`src/shared/latch_pkg.sv`:
```
package latch_pkg;
    // Bus geometry
    localparam int ADDR_W = 8;
    localparam int DATA_W = 32;
    localparam int POS_W  = 32;

    // Register byte offsets
    localparam logic [7:0] OFS_CTRL    = 8'h00;
    localparam logic [7:0] OFS_CMD     = 8'h04;
    localparam logic [7:0] OFS_STAT    = 8'h08;
    localparam logic [7:0] OFS_MON1    = 8'h0c;
    localparam logic [7:0] OFS_MON2    = 8'h10;
    localparam logic [7:0] OFS_MON3    = 8'h14;
    localparam logic [7:0] OFS_IRQ_ST  = 8'h18;
    localparam logic [7:0] OFS_IRQ_EN  = 8'h1c;
    localparam logic [7:0] OFS_IRQ_CLR = 8'h20;

    // Control field layout
    localparam int REQ_A_BIT = 8;
    localparam int REQ_B_BIT = 9;
    localparam int SEL_A_LSB = 10;
    localparam int SEL_B_LSB = 12;
    localparam int MON1_LSB  = 16;
    localparam int MON2_LSB  = 20;
    localparam int MON3_LSB  = 24;
    localparam logic [31:0] CTRL_WMASK = 32'h0fff_ffff;

    // Status field layout
    localparam int DONE_A_BIT = 8;
    localparam int DONE_B_BIT = 9;

    // Command codes
    localparam logic [7:0] CMD_PATH_MOVE = 8'h34;

    // Monitor slot codes
    localparam logic [3:0] MON_POSITION = 4'h0;
    localparam logic [3:0] MON_LATCH_A  = 4'h4;
    localparam logic [3:0] MON_LATCH_B  = 4'h5;

    // Trigger source codes
    localparam logic [1:0] SRC_INDEX = 2'h0;
    localparam logic [1:0] SRC_EXT3  = 2'h3;

    // Values after reset
    localparam logic [31:0] CTRL_RST = 32'h0000_0000;
    localparam logic [7:0]  CMD_RST  = 8'h00;
    localparam logic [1:0]  IRQ_RST  = 2'h0;
endpackage

```
`src/shared/latch_if.sv`:
```
`timescale 1ns/1ps
interface latch_if;
    logic        req;       // Gated request level
    logic [1:0]  sel;       // Live trigger selection
    logic [3:0]  trig_rise; // Source rising pulses
    logic [31:0] position;  // Live machine position
    logic        armed;     // Waiting for trigger
    logic        done;      // Completion flag
    logic [1:0]  sel_used;  // Selection held
    logic [31:0] captured;  // Latched position

    modport chan (
        input  req, sel, trig_rise, position,
        output armed, done, sel_used, captured
    );
    modport ctl (
        output req, sel, trig_rise, position,
        input  armed, done, sel_used, captured
    );
endinterface

```
`src/core/dual_position_latch.sv`:
```
`timescale 1ns/1ps
module dual_position_latch (
    input  wire logic                        pclk,     // Bus clock
    input  wire logic                        presetn,  // Async reset
    input  wire logic                        psel,     // APB select
    input  wire logic                        penable,  // APB enable
    input  wire logic                        pwrite,   // APB direction
    input  wire logic [latch_pkg::ADDR_W-1:0] paddr,   // APB address
    input  wire logic [latch_pkg::DATA_W-1:0] pwdata,  // APB write data
    output logic      [latch_pkg::DATA_W-1:0] prdata,  // APB read data
    output logic                             pready,   // APB ready
    output logic                             pslverr,  // APB error
    input  wire logic [latch_pkg::POS_W-1:0]  machine_position, // Live pos
    input  wire logic                        encoder_index, // Index pin
    input  wire logic [2:0]                  io_connector,  // Probe pins
    output logic                             irq       // Interrupt
);
    import latch_pkg::*;

    // Control and command storage
    logic [31:0] ctrl_q;
    logic [7:0]  cmd_q;

    // Interrupt state
    logic [1:0]  ist_q;
    logic [1:0]  ist_d;
    logic [1:0]  ien_q;
    logic [1:0]  done_prev_q;
    logic [1:0]  done_rise;
    logic        irq_q;

    // Bus response registers
    logic [31:0] prdata_q;
    logic        pready_q;
    logic        pslverr_q;

    // Trigger inputs
    logic [3:0]  pins;
    logic [3:0]  pins_s;
    logic [3:0]  pins_prev_q;
    logic [3:0]  trig_rise;

    // Decode wires
    logic        setup;
    logic        wr_en;
    logic        hit_ctrl;
    logic        hit_cmd;
    logic        hit_stat;
    logic        hit_mon1;
    logic        hit_mon2;
    logic        hit_mon3;
    logic        hit_ist;
    logic        hit_ien;
    logic        hit_iclr;
    logic        mapped;
    logic        path_move;
    logic [31:0] stat_word;
    logic [31:0] rd_word;
    logic [1:0]  clr_bits;
    logic [3:0]  mon_code [3];
    logic [31:0] mon_val  [3];

    latch_if lc_a ();
    latch_if lc_b ();

    // Index in bit 0, external inputs 1..3 above it
    assign pins = {io_connector, encoder_index};

    pin_sync #(
        .W(4)
    ) u_sync (
        .pclk    (pclk),
        .presetn (presetn),
        .d       (pins),
        .q       (pins_s)
    );

    // Edge detect after the synchroniser only
    always_ff @(posedge pclk or negedge presetn) begin
        if (!presetn) begin
            pins_prev_q <= '0;
        end else begin
            pins_prev_q <= pins_s;
        end
    end

    assign trig_rise = pins_s & ~pins_prev_q;

    // Answer in the first access cycle; setup launches it
    assign setup    = psel & ~penable & ~pready_q;
    assign wr_en    = psel & penable & pready_q & pwrite;
    assign hit_ctrl = (paddr == OFS_CTRL);
    assign hit_cmd  = (paddr == OFS_CMD);
    assign hit_stat = (paddr == OFS_STAT);
    assign hit_mon1 = (paddr == OFS_MON1);
    assign hit_mon2 = (paddr == OFS_MON2);
    assign hit_mon3 = (paddr == OFS_MON3);
    assign hit_ist  = (paddr == OFS_IRQ_ST);
    assign hit_ien  = (paddr == OFS_IRQ_EN);
    assign hit_iclr = (paddr == OFS_IRQ_CLR);
    assign mapped   = hit_ctrl | hit_cmd | hit_stat | hit_mon1
                    | hit_mon2 | hit_mon3 | hit_ist | hit_ien
                    | hit_iclr;

    // Reserved top nibble never stored, reads back zero
    always_ff @(posedge pclk or negedge presetn) begin
        if (!presetn) begin
            ctrl_q <= CTRL_RST;
            cmd_q  <= CMD_RST;
        end else if (wr_en) begin
            if (hit_ctrl) ctrl_q <= pwdata & CTRL_WMASK;
            if (hit_cmd) cmd_q <= pwdata[7:0];
        end
    end

    // Requests mean nothing outside the path move command
    assign path_move = (cmd_q == CMD_PATH_MOVE);

    // Independent channel feeds
    assign lc_a.req       = path_move & ctrl_q[REQ_A_BIT];
    assign lc_b.req       = path_move & ctrl_q[REQ_B_BIT];
    assign lc_a.sel       = ctrl_q[SEL_A_LSB +: 2];
    assign lc_b.sel       = ctrl_q[SEL_B_LSB +: 2];
    assign lc_a.trig_rise = trig_rise;
    assign lc_b.trig_rise = trig_rise;
    assign lc_a.position  = machine_position;
    assign lc_b.position  = machine_position;

    latch_channel u_chan_a (
        .pclk    (pclk),
        .presetn (presetn),
        .lc      (lc_a.chan)
    );

    latch_channel u_chan_b (
        .pclk    (pclk),
        .presetn (presetn),
        .lc      (lc_b.chan)
    );

    // Status field with both completion flags
    assign stat_word = ({31'h0, lc_a.done} << DONE_A_BIT)
                     | ({31'h0, lc_b.done} << DONE_B_BIT);

    // Slot codes and what each one shows
    assign mon_code[0] = ctrl_q[MON1_LSB +: 4];
    assign mon_code[1] = ctrl_q[MON2_LSB +: 4];
    assign mon_code[2] = ctrl_q[MON3_LSB +: 4];

    // Unknown codes read zero rather than stale data
    for (genvar i = 0; i < 3; i++) begin : g_mon
        assign mon_val[i] =
            (mon_code[i] == MON_LATCH_A)  ? lc_a.captured :
            (mon_code[i] == MON_LATCH_B)  ? lc_b.captured :
            (mon_code[i] == MON_POSITION) ? machine_position :
            32'h0;
    end

    // Completion edges feed the interrupt status
    assign done_rise = {lc_b.done, lc_a.done} & ~done_prev_q;
    assign clr_bits  = (wr_en & hit_iclr) ? pwdata[1:0] : 2'h0;
    // A new event in the clear cycle survives
    assign ist_d     = (ist_q & ~clr_bits) | done_rise;

    always_ff @(posedge pclk or negedge presetn) begin
        if (!presetn) begin
            done_prev_q <= IRQ_RST;
            ist_q       <= IRQ_RST;
            ien_q       <= IRQ_RST;
            irq_q       <= 1'b0;
        end else begin
            done_prev_q <= {lc_b.done, lc_a.done};
            ist_q       <= ist_d;
            if (wr_en && hit_ien) ien_q <= pwdata[1:0];
            irq_q       <= |(ist_d & ien_q);
        end
    end

    // Read selection; clear register reads zero
    assign rd_word =
        hit_ctrl ? ctrl_q :
        hit_cmd  ? {24'h0, cmd_q} :
        hit_stat ? stat_word :
        hit_mon1 ? mon_val[0] :
        hit_mon2 ? mon_val[1] :
        hit_mon3 ? mon_val[2] :
        hit_ist  ? {30'h0, ist_q} :
        hit_ien  ? {30'h0, ien_q} :
        32'h0;

    // Response registered so outputs come from flops
    always_ff @(posedge pclk or negedge presetn) begin
        if (!presetn) begin
            pready_q  <= 1'b0;
            pslverr_q <= 1'b0;
            prdata_q  <= 32'h0;
        end else begin
            pready_q  <= setup;
            pslverr_q <= setup & ~mapped;
            prdata_q  <= (setup & ~pwrite) ? rd_word : 32'h0;
        end
    end

    assign prdata  = prdata_q;
    assign pready  = pready_q;
    assign pslverr = pslverr_q;
    assign irq     = irq_q;
endmodule

```
`src/core/latch_channel.sv`:
```
`timescale 1ns/1ps
module latch_channel (
    input  wire logic pclk,    // Bus clock
    input  wire logic presetn, // Async reset
    latch_if.chan     lc       // Channel link
);
    import latch_pkg::*;

    logic        req_q;
    logic        armed_q;
    logic        armed_d;
    logic        done_q;
    logic        done_d;
    logic [1:0]  sel_q;
    logic [31:0] cap_q;
    logic        req_rise;
    logic        hit;

    // Arm on the request edge; trigger only while armed
    assign req_rise = lc.req & ~req_q;
    assign hit      = armed_q & lc.trig_rise[sel_q];
    // Cancel beats arming; a hit ends the wait
    assign armed_d  = lc.req & (req_rise | (armed_q & ~hit));
    // A hit wins over a same-cycle request drop
    assign done_d   = hit | (done_q & lc.req);

    always_ff @(posedge pclk or negedge presetn) begin
        if (!presetn) begin
            req_q   <= 1'b0;
            armed_q <= 1'b0;
            done_q  <= 1'b0;
        end else begin
            req_q   <= lc.req;
            armed_q <= armed_d;
            done_q  <= done_d;
        end
    end

    // Selection frozen at the edge; later edits ignored
    always_ff @(posedge pclk or negedge presetn) begin
        if (!presetn) begin
            sel_q <= SRC_INDEX;
            cap_q <= '0;
        end else begin
            if (req_rise) sel_q <= lc.sel;
            if (hit) cap_q <= lc.position;
        end
    end

    assign lc.armed    = armed_q;
    assign lc.done     = done_q;
    assign lc.sel_used = sel_q;
    assign lc.captured = cap_q;
endmodule

```
`src/core/pin_sync.sv`:
```
`timescale 1ns/1ps
module pin_sync #(
    parameter int W = 4
) (
    input  wire logic         pclk,    // Bus clock
    input  wire logic         presetn, // Async reset
    input  wire logic [W-1:0] d,       // Pin levels
    output logic      [W-1:0] q        // Synced levels
);
    logic [W-1:0] meta_q;

    // Two-stage catch; first stage feeds only the second
    always_ff @(posedge pclk or negedge presetn) begin
        if (!presetn) begin
            meta_q <= '0;
            q      <= '0;
        end else begin
            meta_q <= d;
            q      <= meta_q;
        end
    end
endmodule

```
`config.mk`:
```
export PLATFORM = sky130hd
export DESIGN_NAME = dual_position_latch
export DESIGN_NICKNAME = d
export VERILOG_FILES = /design/src/shared/latch_pkg.sv /design/src/shared/latch_if.sv /design/src/core/dual_position_latch.sv /design/src/core/latch_channel.sv /design/src/core/pin_sync.sv
export SDC_FILE = /design/constraint.sdc
export NUM_CORES = 1
export LEC_CHECK = 0
export BUFFER_PORTS_ARGS = -buffer_cell sky130_fd_sc_hd__buf_2
export CAP_MARGIN = 20
export CORE_UTILIZATION = 33
export DETAILED_ROUTE_END_ITERATION = 7
export HOLD_SLACK_MARGIN = 0.05
export SLEW_MARGIN = 20
export SYNTH_ARGS = -nofsm -noshare
export SYNTH_HDL_FRONTEND = slang
export SYNTH_HIERARCHICAL = 1
export SYNTH_SLANG_ARGS = --single-unit
```
`constraint.sdc`:
```
create_clock -name pclk -period 2.9 [get_ports pclk]
set_clock_uncertainty 0.15 [all_clocks]
set_input_delay 0.435 -clock pclk [delete_from_list [all_inputs] [get_ports pclk]]
set_output_delay 0.435 -clock pclk [all_outputs]
set_load 0.005 [all_outputs]
```
* Yosys cells after proc, flatten, opt, wreduce, memory -nomap -nowiden
Cells that the tools add are included.
** Operators by class
- Bitwise logic cells :: 49
- Multiplexer cells :: 23
- $lt $le $gt $ge :: 2
- Reductions and logical operators :: 8
- Equal/unequal tests :: 15
** Operators with widths (number)
- two-way mux 32 bit :: 16
- == test 8 x 5 -> 1 bit, second input constant :: 4
- == test 4 x 3 -> 1 bit, second input constant :: 6
- AND 1 bit :: 20
- == test 8 x 4 -> 1 bit, second input constant :: 2
- == test 8 x 6 -> 1 bit, second input constant :: 2
- zero test 4 bit :: 3
- OR 1 bit :: 12
- OR 9 x 10 -> 10 bit :: 1
- == test 8 x 3 -> 1 bit, second input constant :: 1
- zero test 8 bit :: 1
- inverter 1 bit :: 8
- AND 2 bit :: 3
- less-than comparator 2 x 3 -> 1 bit, second input constant :: 2
- two-way mux 2 bit :: 3
- AND 4 bit :: 1
- binary-select mux 1 bit (select 2 bit) :: 2
- inverter 2 bit :: 2
- inverter 4 bit :: 1
- AND reduction 2 bit :: 2
- two-way mux 1 bit :: 2
- OR 2 bit :: 1
- OR reduction 2 bit :: 1
- logical AND 1 bit :: 1
** Word-level totals
- Word-level logic and storage cells :: 119
- Register bits :: 163
- Output and inout bits :: 35
- Input port bits :: 81

* Longest topological paths before layout
Gate-level depths: netlist of the first run.
- Depth in word-level cells :: 11
- Depth in mapped cells :: 9
- Depth with buffers taken out :: 5

* Cells and area by module
Netlist of the first run, hierarchy kept.
** Modules (own cells, without submodules)
- dual_position_latch :: area each 6158.4 um^2, seq. area each 2026.9 um^2, cells each 706, times used 1
- latch_channel :: area each 1536.5 um^2, seq. area each 925.9 um^2, cells each 81, times used 2
- pin_sync :: area each 200.2 um^2, seq. area each 200.2 um^2, cells each 8, times used 1

* Least setup slack after synthesis of the first run
Ideal clock, no wire load.
- Path kind :: input to register
- Start :: input port paddr[1] (netlist name)
- End :: register ctrl_q[10]
- Arrival time :: 2.132 ns
- Slack :: 0.493 ns
- Buffers on the path :: 3
- Setup time :: 0.125 ns
- Stages :: 6
- Required time :: 2.625 ns
- Path through :: buf_2 -> or4_4 -> or3_1 -> buf_6 -> buf_6 -> mux2_4
** Between the ends
- Longest elaborated chain between the ends :: 2
** Ends and longest elaborated chain
- from (decl) :: line dual_position_latch.sv:8 : input wire logic [latch_pkg::ADDR_W-1:0] paddr,
- zero test 8 bit :: line dual_position_latch.sv:92 : assign hit_ctrl = (paddr == OFS_CTRL);
- AND reduction 2 bit (no line)
- to (signal assigned) :: line dual_position_latch.sv:111 : if (hit_ctrl) ctrl_q <= pwdata & CTRL_WMASK;
- to (decl) :: line dual_position_latch.sv:21 : logic [31:0] ctrl_q;
Every way passes these cells.
A chain may end at the register's enable or synchronous reset.

* Worst setup path after layout of the first run
- Start :: register ctrl_q[20]
- End :: register prdata_q[0] (netlist: prdata[0])
** Between the ends
- Longest elaborated chain between the ends :: 10
- Elaborated cells between the ends (all ways) :: 12
- Those cells by class :: eq/ne (2); mux (9); reduce/logical (1)
** Ends and longest elaborated chain
- zero test 4 bit :: line dual_position_latch.sv:155 : (mon_code[i] == MON_POSITION) ? machine_position :
- two-way mux 32 bit :: line dual_position_latch.sv:155
- two-way mux 32 bit :: line dual_position_latch.sv:154 : (mon_code[i] == MON_LATCH_B) ? lc_b.captured :
- two-way mux 32 bit * :: line dual_position_latch.sv:153 : (mon_code[i] == MON_LATCH_A) ? lc_a.captured :
- two-way mux 32 bit * :: line dual_position_latch.sv:185 : hit_mon2 ? mon_val[1] :
- two-way mux 32 bit * :: line dual_position_latch.sv:184 : hit_mon1 ? mon_val[0] :
- two-way mux 32 bit * :: line dual_position_latch.sv:183 : hit_stat ? stat_word :
- two-way mux 32 bit * :: line dual_position_latch.sv:182 : hit_cmd ? {24'h0, cmd_q} :
- two-way mux 32 bit * :: line dual_position_latch.sv:181 : hit_ctrl ? ctrl_q :
- two-way mux 32 bit * :: line dual_position_latch.sv:200 : prdata_q <= (setup & ~pwrite) ? rd_word : 32'h0;
- to (signal assigned) :: line dual_position_latch.sv:200
- to (decl) :: line dual_position_latch.sv:33 : logic [31:0] prdata_q;
Every way passes the cells marked *; elsewhere a longest branch is shown, timed or not.

==> summary.md, run 1 <==
| Metric | Value |
|---|---|
| Result of the run | finished clean |
| Site row count | 61 |
| CTS tree | yes |
| Master of the slowest instance on the critical path | sky130_fd_sc_hd__buf_4 |
| Core outline area | 27900 sq um |
| Unrepaired setup endpoints after global routing | no |
| Sort of element at the end of the critical path | flip-flop |
| Synth Area per Inst | 10.8 sq um |
| Startpoint type of the worst setup path | flip-flop |
| Area share of the largest cell type after synthesis | 0.432 |
| GRT Residual Overflow | 0 |
| NumNets Final | 1069 |
| Critical Path Fanout Max | 36 |
| Dominant synthesized flop cell | sky130_fd_sc_hd__dfrtp_1 |
| Drt pass-1 iters | 6 |
| Fraction of final layout cells with drive strength greater than 1 | 0.335 |
| Root Driver | sky130_fd_sc_hd__clkbuf_16 |
| Buffers & Inverters on Critical Path | 2 |
| Top cell type by total area after synthesis | sky130_fd_sc_hd__dfrtp_1 |
| Worst hold slack | 69.0 ps |
| Commonest cells in the synthesized netlist | sky130_fd_sc_hd__dfrtp_1, sky130_fd_sc_hd__mux2_4, sky130_fd_sc_hd__nor2_1 |
| Die area | 29300 sq um |
| Share of synthesized flip-flops with an asynchronous set or reset | 1.00 |
| Sequence of cells on the critical path | buf_4, and2_1, buf_4, o2bb2ai_1, a21oi_1, nor4_1, o221a_2 |
| Largest cells by area after synthesis | sky130_fd_sc_hd__dfrtp_1, sky130_fd_sc_hd__mux2_4, sky130_fd_sc_hd__mux2i_1 |
| Cell count after synthesis | 876 |
| Final hold vios | 0 |
| Routed WL | 28100 um |
| Standby leakage power | 5.01 nW |
| Vias after detailed routing | 7655 |
| Layout overhead on the synthesized area | 18.8% |
| GRT Max-Usage Layer | met2 |
| Via count of the first global-routing pass | 7446 |
| Proportion of synthesized chip area in sequential cells | 0.432 |
| Maximum number of pins on one net before global-route repair | 83 |
| Clock slew seen by the registers of the worst setup and hold paths | 80 ps |
| Relative slew slack | 0.468 |
| Crit path required time | 3130 ps |
| VDD IR max | 0.000389 V |
| Power density cells | 456 nW/um^2 |
| Effective utilization at floorplan | 0.338 |
| Post-CTS setup buffer count | 0 |
| Wire length of the first global-routing pass | 43600 um |
| Number of distinct library cell variants in the gate-level netlist after synthesis | 56 |
| DRC marker count from the first detailed-route iteration | 626 |
| Port bufs | 111 |
| Deepest clock path buffer count | 2 |
| Maximum Capacitance Violations | 0 |
| Routed wirelength normalized by instance count | 20.4 um |
| Boundary Pins | 116 |
| Crit Path Category | reg2reg |
| Most numerous cell in the Yosys netlist | sky130_fd_sc_hd__dfrtp_1 |
| Routability cong. | 0.872 |
| Post-synthesis cell area | 9430 sq um |
| Global Route met1 Usage | 0.268 |
| Largest stage delay on the critical path | 440 ps |
| Critical path data arrival time | 2610 ps |
| R2R Path Start | ctrl_q[20]$_DFFE_PN0P_ |
| Most numerous cell on the critical path | sky130_fd_sc_hd__buf_4 |
| Max-slew violation total from the final report | 0 |
| Portion of the clock cycle consumed by the worst path in the final layout | 0.820 |
| Die extent in x | 171 um |
| Critical path's top delay family | buffers and inverters |
| Total routing resource utilization after global routing | 0.197 |
| Total chip power | 5.11 mW |
| TritonCTS sink count | 163 |
| Number of flops mapped to enable cells by yosys | 0 |
| Initial antenna violation count | 5 |
| Setup Total Neg Slack | 0 ps |
| Number of levels the H-tree was split into | 4 |
| Timing startpoint of the critical path | ctrl_q[20]$_DFFE_PN0P_ |
| Met3 Use GR | 0.0433 |
| Post-layout min period | 2380 ps |
| Flops & latches, synth | 163 |
| Type of the tightest min-delay check | in2reg |
| Net Count, Synth | 957 |
| Hold wc startpoint | pwdata[11] |
| Skew-Pair Late Insertion Delay | 440 ps |
| GRT met2 Usage | 0.312 |
| Number of clock buffers inserted by TritonCTS | 17 |
| Final ANT Viol Nets | 0 |
| Actual transition at the worst max-transition pin | 795 ps |
| Chip Height | 171 um |
| Post-DP HPWL | 18600 um |
| Yosys warning count | 6 |
| Total DRC errors in the routed layout | 0 |
| Fmax | 420 MHz |
| Final setup violation count | 0 |
| Post-DR vias/cell | 5.54 |
-- metrics by stage --
step / cell area (sq um) / setup slack [ps] / utilization / instances
finish: 11200 / 521 / 0.401 / 1381
floorplan: 9430 / 493 / - / 876
global placement: 10500 / 231 / 0.376 / 1341
detailed placement: 10500 / 195 / 0.376 / 1341
global route: 11200 / 364 / 0.401 / 1380
CTS: 11200 / 557 / 0.400 / 1378
-- logic make-up after synthesis --
logic type,after synthesis,synth area share
AOI/OAI and AO/OA,231,0.173
xor gates and xnor gates,1,0.000929
buffers and inverters,84,0.0496
DFF,163,0.432
muxes,143,0.200
and+or+nand+nor,254,0.145
-- where the power goes --
part	internal [mW]	total, mW	switching, mW
Sequential	2.33	2.38	0.0544
Combinational	0.185	0.389	0.203
Clock	1.18	2.34	1.16
-- flip-flops by register name (all words and copies together) (netlist names), 2 cells and up --
| register | count |
|---|---|
| u_sync/q | 4 |
| ist_q | 2 |
| pins_prev_q | 4 |
| u_chan_a/lc.sel_used | 2 |
| done_prev_q | 2 |
| u_sync/meta_q | 4 |
| u_chan_b/lc.captured | 32 |
| u_chan_b/lc.sel_used | 2 |
| u_chan_a/lc.captured | 32 |
| cmd_q | 8 |
| ctrl_q | 28 |
| prdata | 32 |
| ien_q | 2 |
-- layout by cell type (no fill, tap or decap), types with 11 or more instances in the layout --
cell	n
sky130_fd_sc_hd__mux2i_1	35
sky130_fd_sc_hd__nor3_1	25
sky130_fd_sc_hd__nand3_1	12
sky130_fd_sc_hd__nand2b_1	29
sky130_fd_sc_hd__a21oi_1	35
sky130_fd_sc_hd__nor2_1	62
sky130_fd_sc_hd__nand2_1	61
sky130_fd_sc_hd__a211oi_1	20
sky130_fd_sc_hd__a31oi_1	18
sky130_fd_sc_hd__mux2_4	78
sky130_fd_sc_hd__o2bb2ai_1	20
sky130_fd_sc_hd__clkbuf_16	17
sky130_fd_sc_hd__a22oi_1	11
sky130_fd_sc_hd__o221ai_1	31
sky130_fd_sc_hd__mux2_2	28
sky130_fd_sc_hd__and3_1	12
sky130_fd_sc_hd__buf_4	47
sky130_fd_sc_hd__dfrtp_1	161
sky130_fd_sc_hd__buf_2	110
sky130_fd_sc_hd__o21ai_0	45
sky130_fd_sc_hd__a22o_1	21
-- worst reg2reg max path, stage by stage, from the launching register on --
cell,delay [ps]
sky130_fd_sc_hd__dfrtp_1,350
sky130_fd_sc_hd__buf_4,440
sky130_fd_sc_hd__and2_1,270
sky130_fd_sc_hd__buf_4,230
sky130_fd_sc_hd__o2bb2ai_1,140
sky130_fd_sc_hd__a21oi_1,90
sky130_fd_sc_hd__nor4_1,380
sky130_fd_sc_hd__o221a_2,280
-- timing repair --
| action | CTS | global route |
|---|---|---|
| endpoints found under the hold margin | 59 | 1 |
| resized for setup | 0 | 0 |
| hold buffers | 5 | 1 |
-- final timing paths --
| check | cells past startpoint | slack, ps | end |
|---|---|---|---|
| hold / removal | 2 | 70 | ctrl_q[11]$_DFFE_PN0P_ |
| min in group asynchronous | 2 | 410 | ctrl_q[25]$_DFFE_PN0P_ |
| hold reg to reg | 0 | 200 | u_sync/q[3]$_DFF_PN0_ |
| setup reg to reg | 7 | 520 | prdata[0]$_DFF_PN0_ |
| setup / recovery | 7 | 520 | prdata[0]$_DFF_PN0_ |
| max in group asynchronous | 3 | 1410 | u_chan_a/lc.sel_used[1]$_DFFE_PN0P_ |
-- cell type report --
| type | instances | area [sq um] |
|---|---|---|
| clock buffer | 17 | 425 |
| antenna | 2 | 5.00 |
| sequential | 163 | 4080 |
| fill | 2783 | 16700 |
| multi-input combinational | 629 | 4890 |
| tap | 378 | 473 |
| inverter | 7 | 26.3 |
| timing repair buffer | 170 | 1090 |
| clock inverter | 15 | 204 |
-- per-layer routing --
metal | routed length, um | up-vias
met3 | 1540 | 44
li1 | - | 3508
met1 | 12800 | 3825
met2 | 13300 | 274
met4 | 524 | 4
met5 | 22 | -
No activity file was read; power rests on OpenSTA's default activity.
==> run 2: changes to the inputs <==
- clock period: 2.9 -> 2.5 ns (I/O delays scaled with it)
==> summary.md, run 2 (synthesis results as in run 1) <==
| Metric | Value |
|---|---|
| Deepest clock path buffer count | 2 (unchanged) |
| Total DRC errors in the routed layout | 0 (unchanged) |
| Final cell count without fillers | 1432 (+3.7%) |
| Vias after detailed routing | 7778 (+1.6%) |
| Site row count | 61 (unchanged) |
| Unrepaired setup endpoints after global routing | no |
| Largest stage delay on the critical path | 900 ps (+460 ps) |
| Number of levels the H-tree was split into | 4 (unchanged) |
| Relative slew slack | 0.586 (+0.118) |
| Most frequent standard cell in the layout excluding fill and tap cells | sky130_fd_sc_hd__dfrtp_1 |
| Int Power | 4.46 mW (+20%) |
| Number of cells after detailed placement | 1367 (+1.9%) |
| Critical path's top delay family | simple AND/OR/NAND/NOR gates |
| Master of the slowest instance on the critical path | sky130_fd_sc_hd__or4b_2 |
| Port bufs | 111 (unchanged) |
| Part of the power in the clock network | 0.451 (-0.007) |
| GRT Residual Overflow | 0 (unchanged) |
| Result of the run | finished clean |
| Chip Height | 171 um (unchanged) |
| Sort of element at the end of the critical path | flip-flop |
| Wire length of the first global-routing pass | 43100 um (-1.2%) |
| Root Driver | sky130_fd_sc_hd__clkbuf_16 |
| Worst Hold Depth | 3 (+1) |
| Fmax | 441 MHz (+4.9%) |
| Type of the tightest min-delay check | in2reg |
| Portion of the clock cycle consumed by the worst path in the final layout | 0.907 (+0.0869) |
| Reg area | 4080 sq um (unchanged) |
| Most used cells in the layout excluding fill and tap cells | sky130_fd_sc_hd__dfrtp_1, sky130_fd_sc_hd__buf_2, sky130_fd_sc_hd__mux2_4 |
| Effective utilization at floorplan | 0.338 (unchanged) |
| VDD IR max | 0.000432 V (+11%) |
| NumNets Final | 1119 (+4.7%) |
| Final ANT Viol Nets | 0 (unchanged) |
| Post-DP HPWL | 19000 um (+1.9%) |
| Core outline area | 27900 sq um (unchanged) |
| Post-layout min period | 2270 ps (-111 ps) |
| Worst hold slack | 67.0 ps (-1.95 ps) |
| Proportion of total power due to net switching | 0.250 (-0.0269) |
| Buffers & Inverters on Critical Path | 0 (-2) |
| Net Sw Power | 1.48 mW (+4.9%) |
| Critical path data arrival time | 2440 ps (-170 ps) |
| Number of inserted filler cells in the final layout | 2750 (-1.2%) |
| Post-DR vias/cell | 5.43 (-2.0%) |
| Final standard cell utilization of the core | 0.417 (+0.0162) |
| Initial antenna violation count | 8 (+3) |
| Sequence of cells on the critical path | or4b_2, o221ai_1, o221ai_1, a22o_1 |
| Fraction of final layout cells with drive strength greater than 1 | 0.343 (+0.00819) |
| Final setup violation count | 0 (unchanged) |
| Clock slew seen by the registers of the worst setup and hold paths | 70 ps (about the same) |
| Standby leakage power | 5.24 nW (+4.6%) |
| Area used by multi-input combinational logic | 4890 sq um (unchanged) |
| Via count of the first global-routing pass | 7551 (+1.4%) |
| Number of clock buffers inserted by TritonCTS | 17 (unchanged) |
| Drt pass-1 iters | 5 (-1) |
| Maximum Capacitance Violations | 0 (unchanged) |
| Routability cong. | 0.818 (-6.2%) |
| Layout overhead on the synthesized area | 23.6% |
| Final hold vios | 0 (unchanged) |
| CTS tree | yes |
| Cell depth of the worst setup path | 4 (-3) |
| Flop pwr share | 0.466 (about the same) |
| Power density cells | 510 nW/um^2 (+12%) |
| Actual transition at the worst max-transition pin | 621 ps (-175 ps) |
| Routed WL | 27900 um (-0.94%) |
| Maximum number of pins on one net before global-route repair | 81 (-2.4%) |
| Crit Path Category | reg2reg |
| Die extent in x | 171 um (unchanged) |
| Total routing resource utilization after global routing | 0.196 (-0.00129) |
| Boundary Pins | 116 (unchanged) |
| DRC marker count from the first detailed-route iteration | 613 (-2.1%) |
| Routed wirelength normalized by instance count | 19.4 um (-4.5%) |
| Critical Path Fanout Max | 13 (-64%) |
| TritonCTS sink count | 163 (unchanged) |
| Most numerous cell on the critical path | sky130_fd_sc_hd__o221ai_1 |
| Post-CTS setup buffer count | 0 (unchanged) |
| Die area | 29300 sq um (unchanged) |
| Combinational power share | 0.083 (+0.007) |
| Max-slew violation total from the final report | 0 (unchanged) |
| R2r worst-path depth | 4 (-3) |
| Startpoint type of the worst setup path | flip-flop |
| Crit path required time | 2670 ps (-460 ps) |
| Skew-Pair Late Insertion Delay | 440 ps (about the same) |
-- run 2: path summary, 6_finish.rpt --
| kind | from | endpoint | slack [ps] |
|---|---|---|---|
| min in group asynchronous | presetn | prdata[29]$_DFF_PN0_ | 330 |
| max | ctrl_q[21]$_DFFE_PN0P_ | prdata[12]$_DFF_PN0_ | 230 |
| max reg2reg | ctrl_q[21]$_DFFE_PN0P_ | prdata[12]$_DFF_PN0_ | 230 |
| max in group asynchronous | presetn | ctrl_q[22]$_DFFE_PN0P_ | 1150 |
| min | pwdata[1] | ien_q[1]$_DFFE_PN0P_ | 70 |
| min reg2reg | u_sync/meta_q[2]$_DFF_PN0_ | u_sync/q[2]$_DFF_PN0_ | 200 |
-- run 2: per-stage QoR --
stage                     worst slack (ps)  power, mW  setup TNS, ps  cell area [sq um]
after floorplan                        153       3.03              0               9430
after global placement                6.47       3.27              0              10800
after detailed placement             -4.25       3.28          -4.25              10800
after CTS                              221       6.00              0              11600
after global routing                   166       6.17              0              11600
final                                  232       5.94              0              11700
-- run 2: cell type report --
| cell class | instances | area share |
|---|---|---|
| Antenna cell | 4 | 0.000859 |
| Clock buffer | 17 | 0.0365 |
| Clock inverter | 14 | 0.0143 |
| Inverter | 7 | 0.00225 |
| Multi-Input combinational cell | 629 | 0.420 |
| Sequential cell | 163 | 0.350 |
| Tap cell | 378 | 0.0406 |
| Timing Repair Buffer | 220 | 0.136 |
-- run 2: repair_timing --
item                                    4_1_cts  5_1_grt
hold buffers                                 29        1
endpoints found under the hold margin        86        1
endpoints found under the setup margin        0        0
resized for setup                             0        0
-- run 2: worst min-delay path, cell delays in order --
cell	delay [ps]
sky130_fd_sc_hd__buf_2	130
sky130_fd_sc_hd__nand2_1	50
sky130_fd_sc_hd__o21ai_0	60
-- run 2: metal layers --
| metal | up-vias | track usage | routed length, um |
|---|---|---|---|
| li1 | 3603 | - | - |
| met1 | 3817 | 0.255 | 12400 |
| met2 | 299 | 0.311 | 13100 |
| met3 | 49 | 0.0449 | 1650 |
| met4 | 10 | 0.0796 | 714 |
| met5 | - | 0 | 57 |
-- run 2: power groups by stage --
stage	clock [mW]	combinational, mW	sequential (mW)
after CTS	2.73	0.500	2.76
after global routing	2.85	0.550	2.78
after floorplan	0	0.236	2.80
after global placement	0	0.454	2.81
final	2.68	0.495	2.77
after detailed placement	0	0.463	2.81
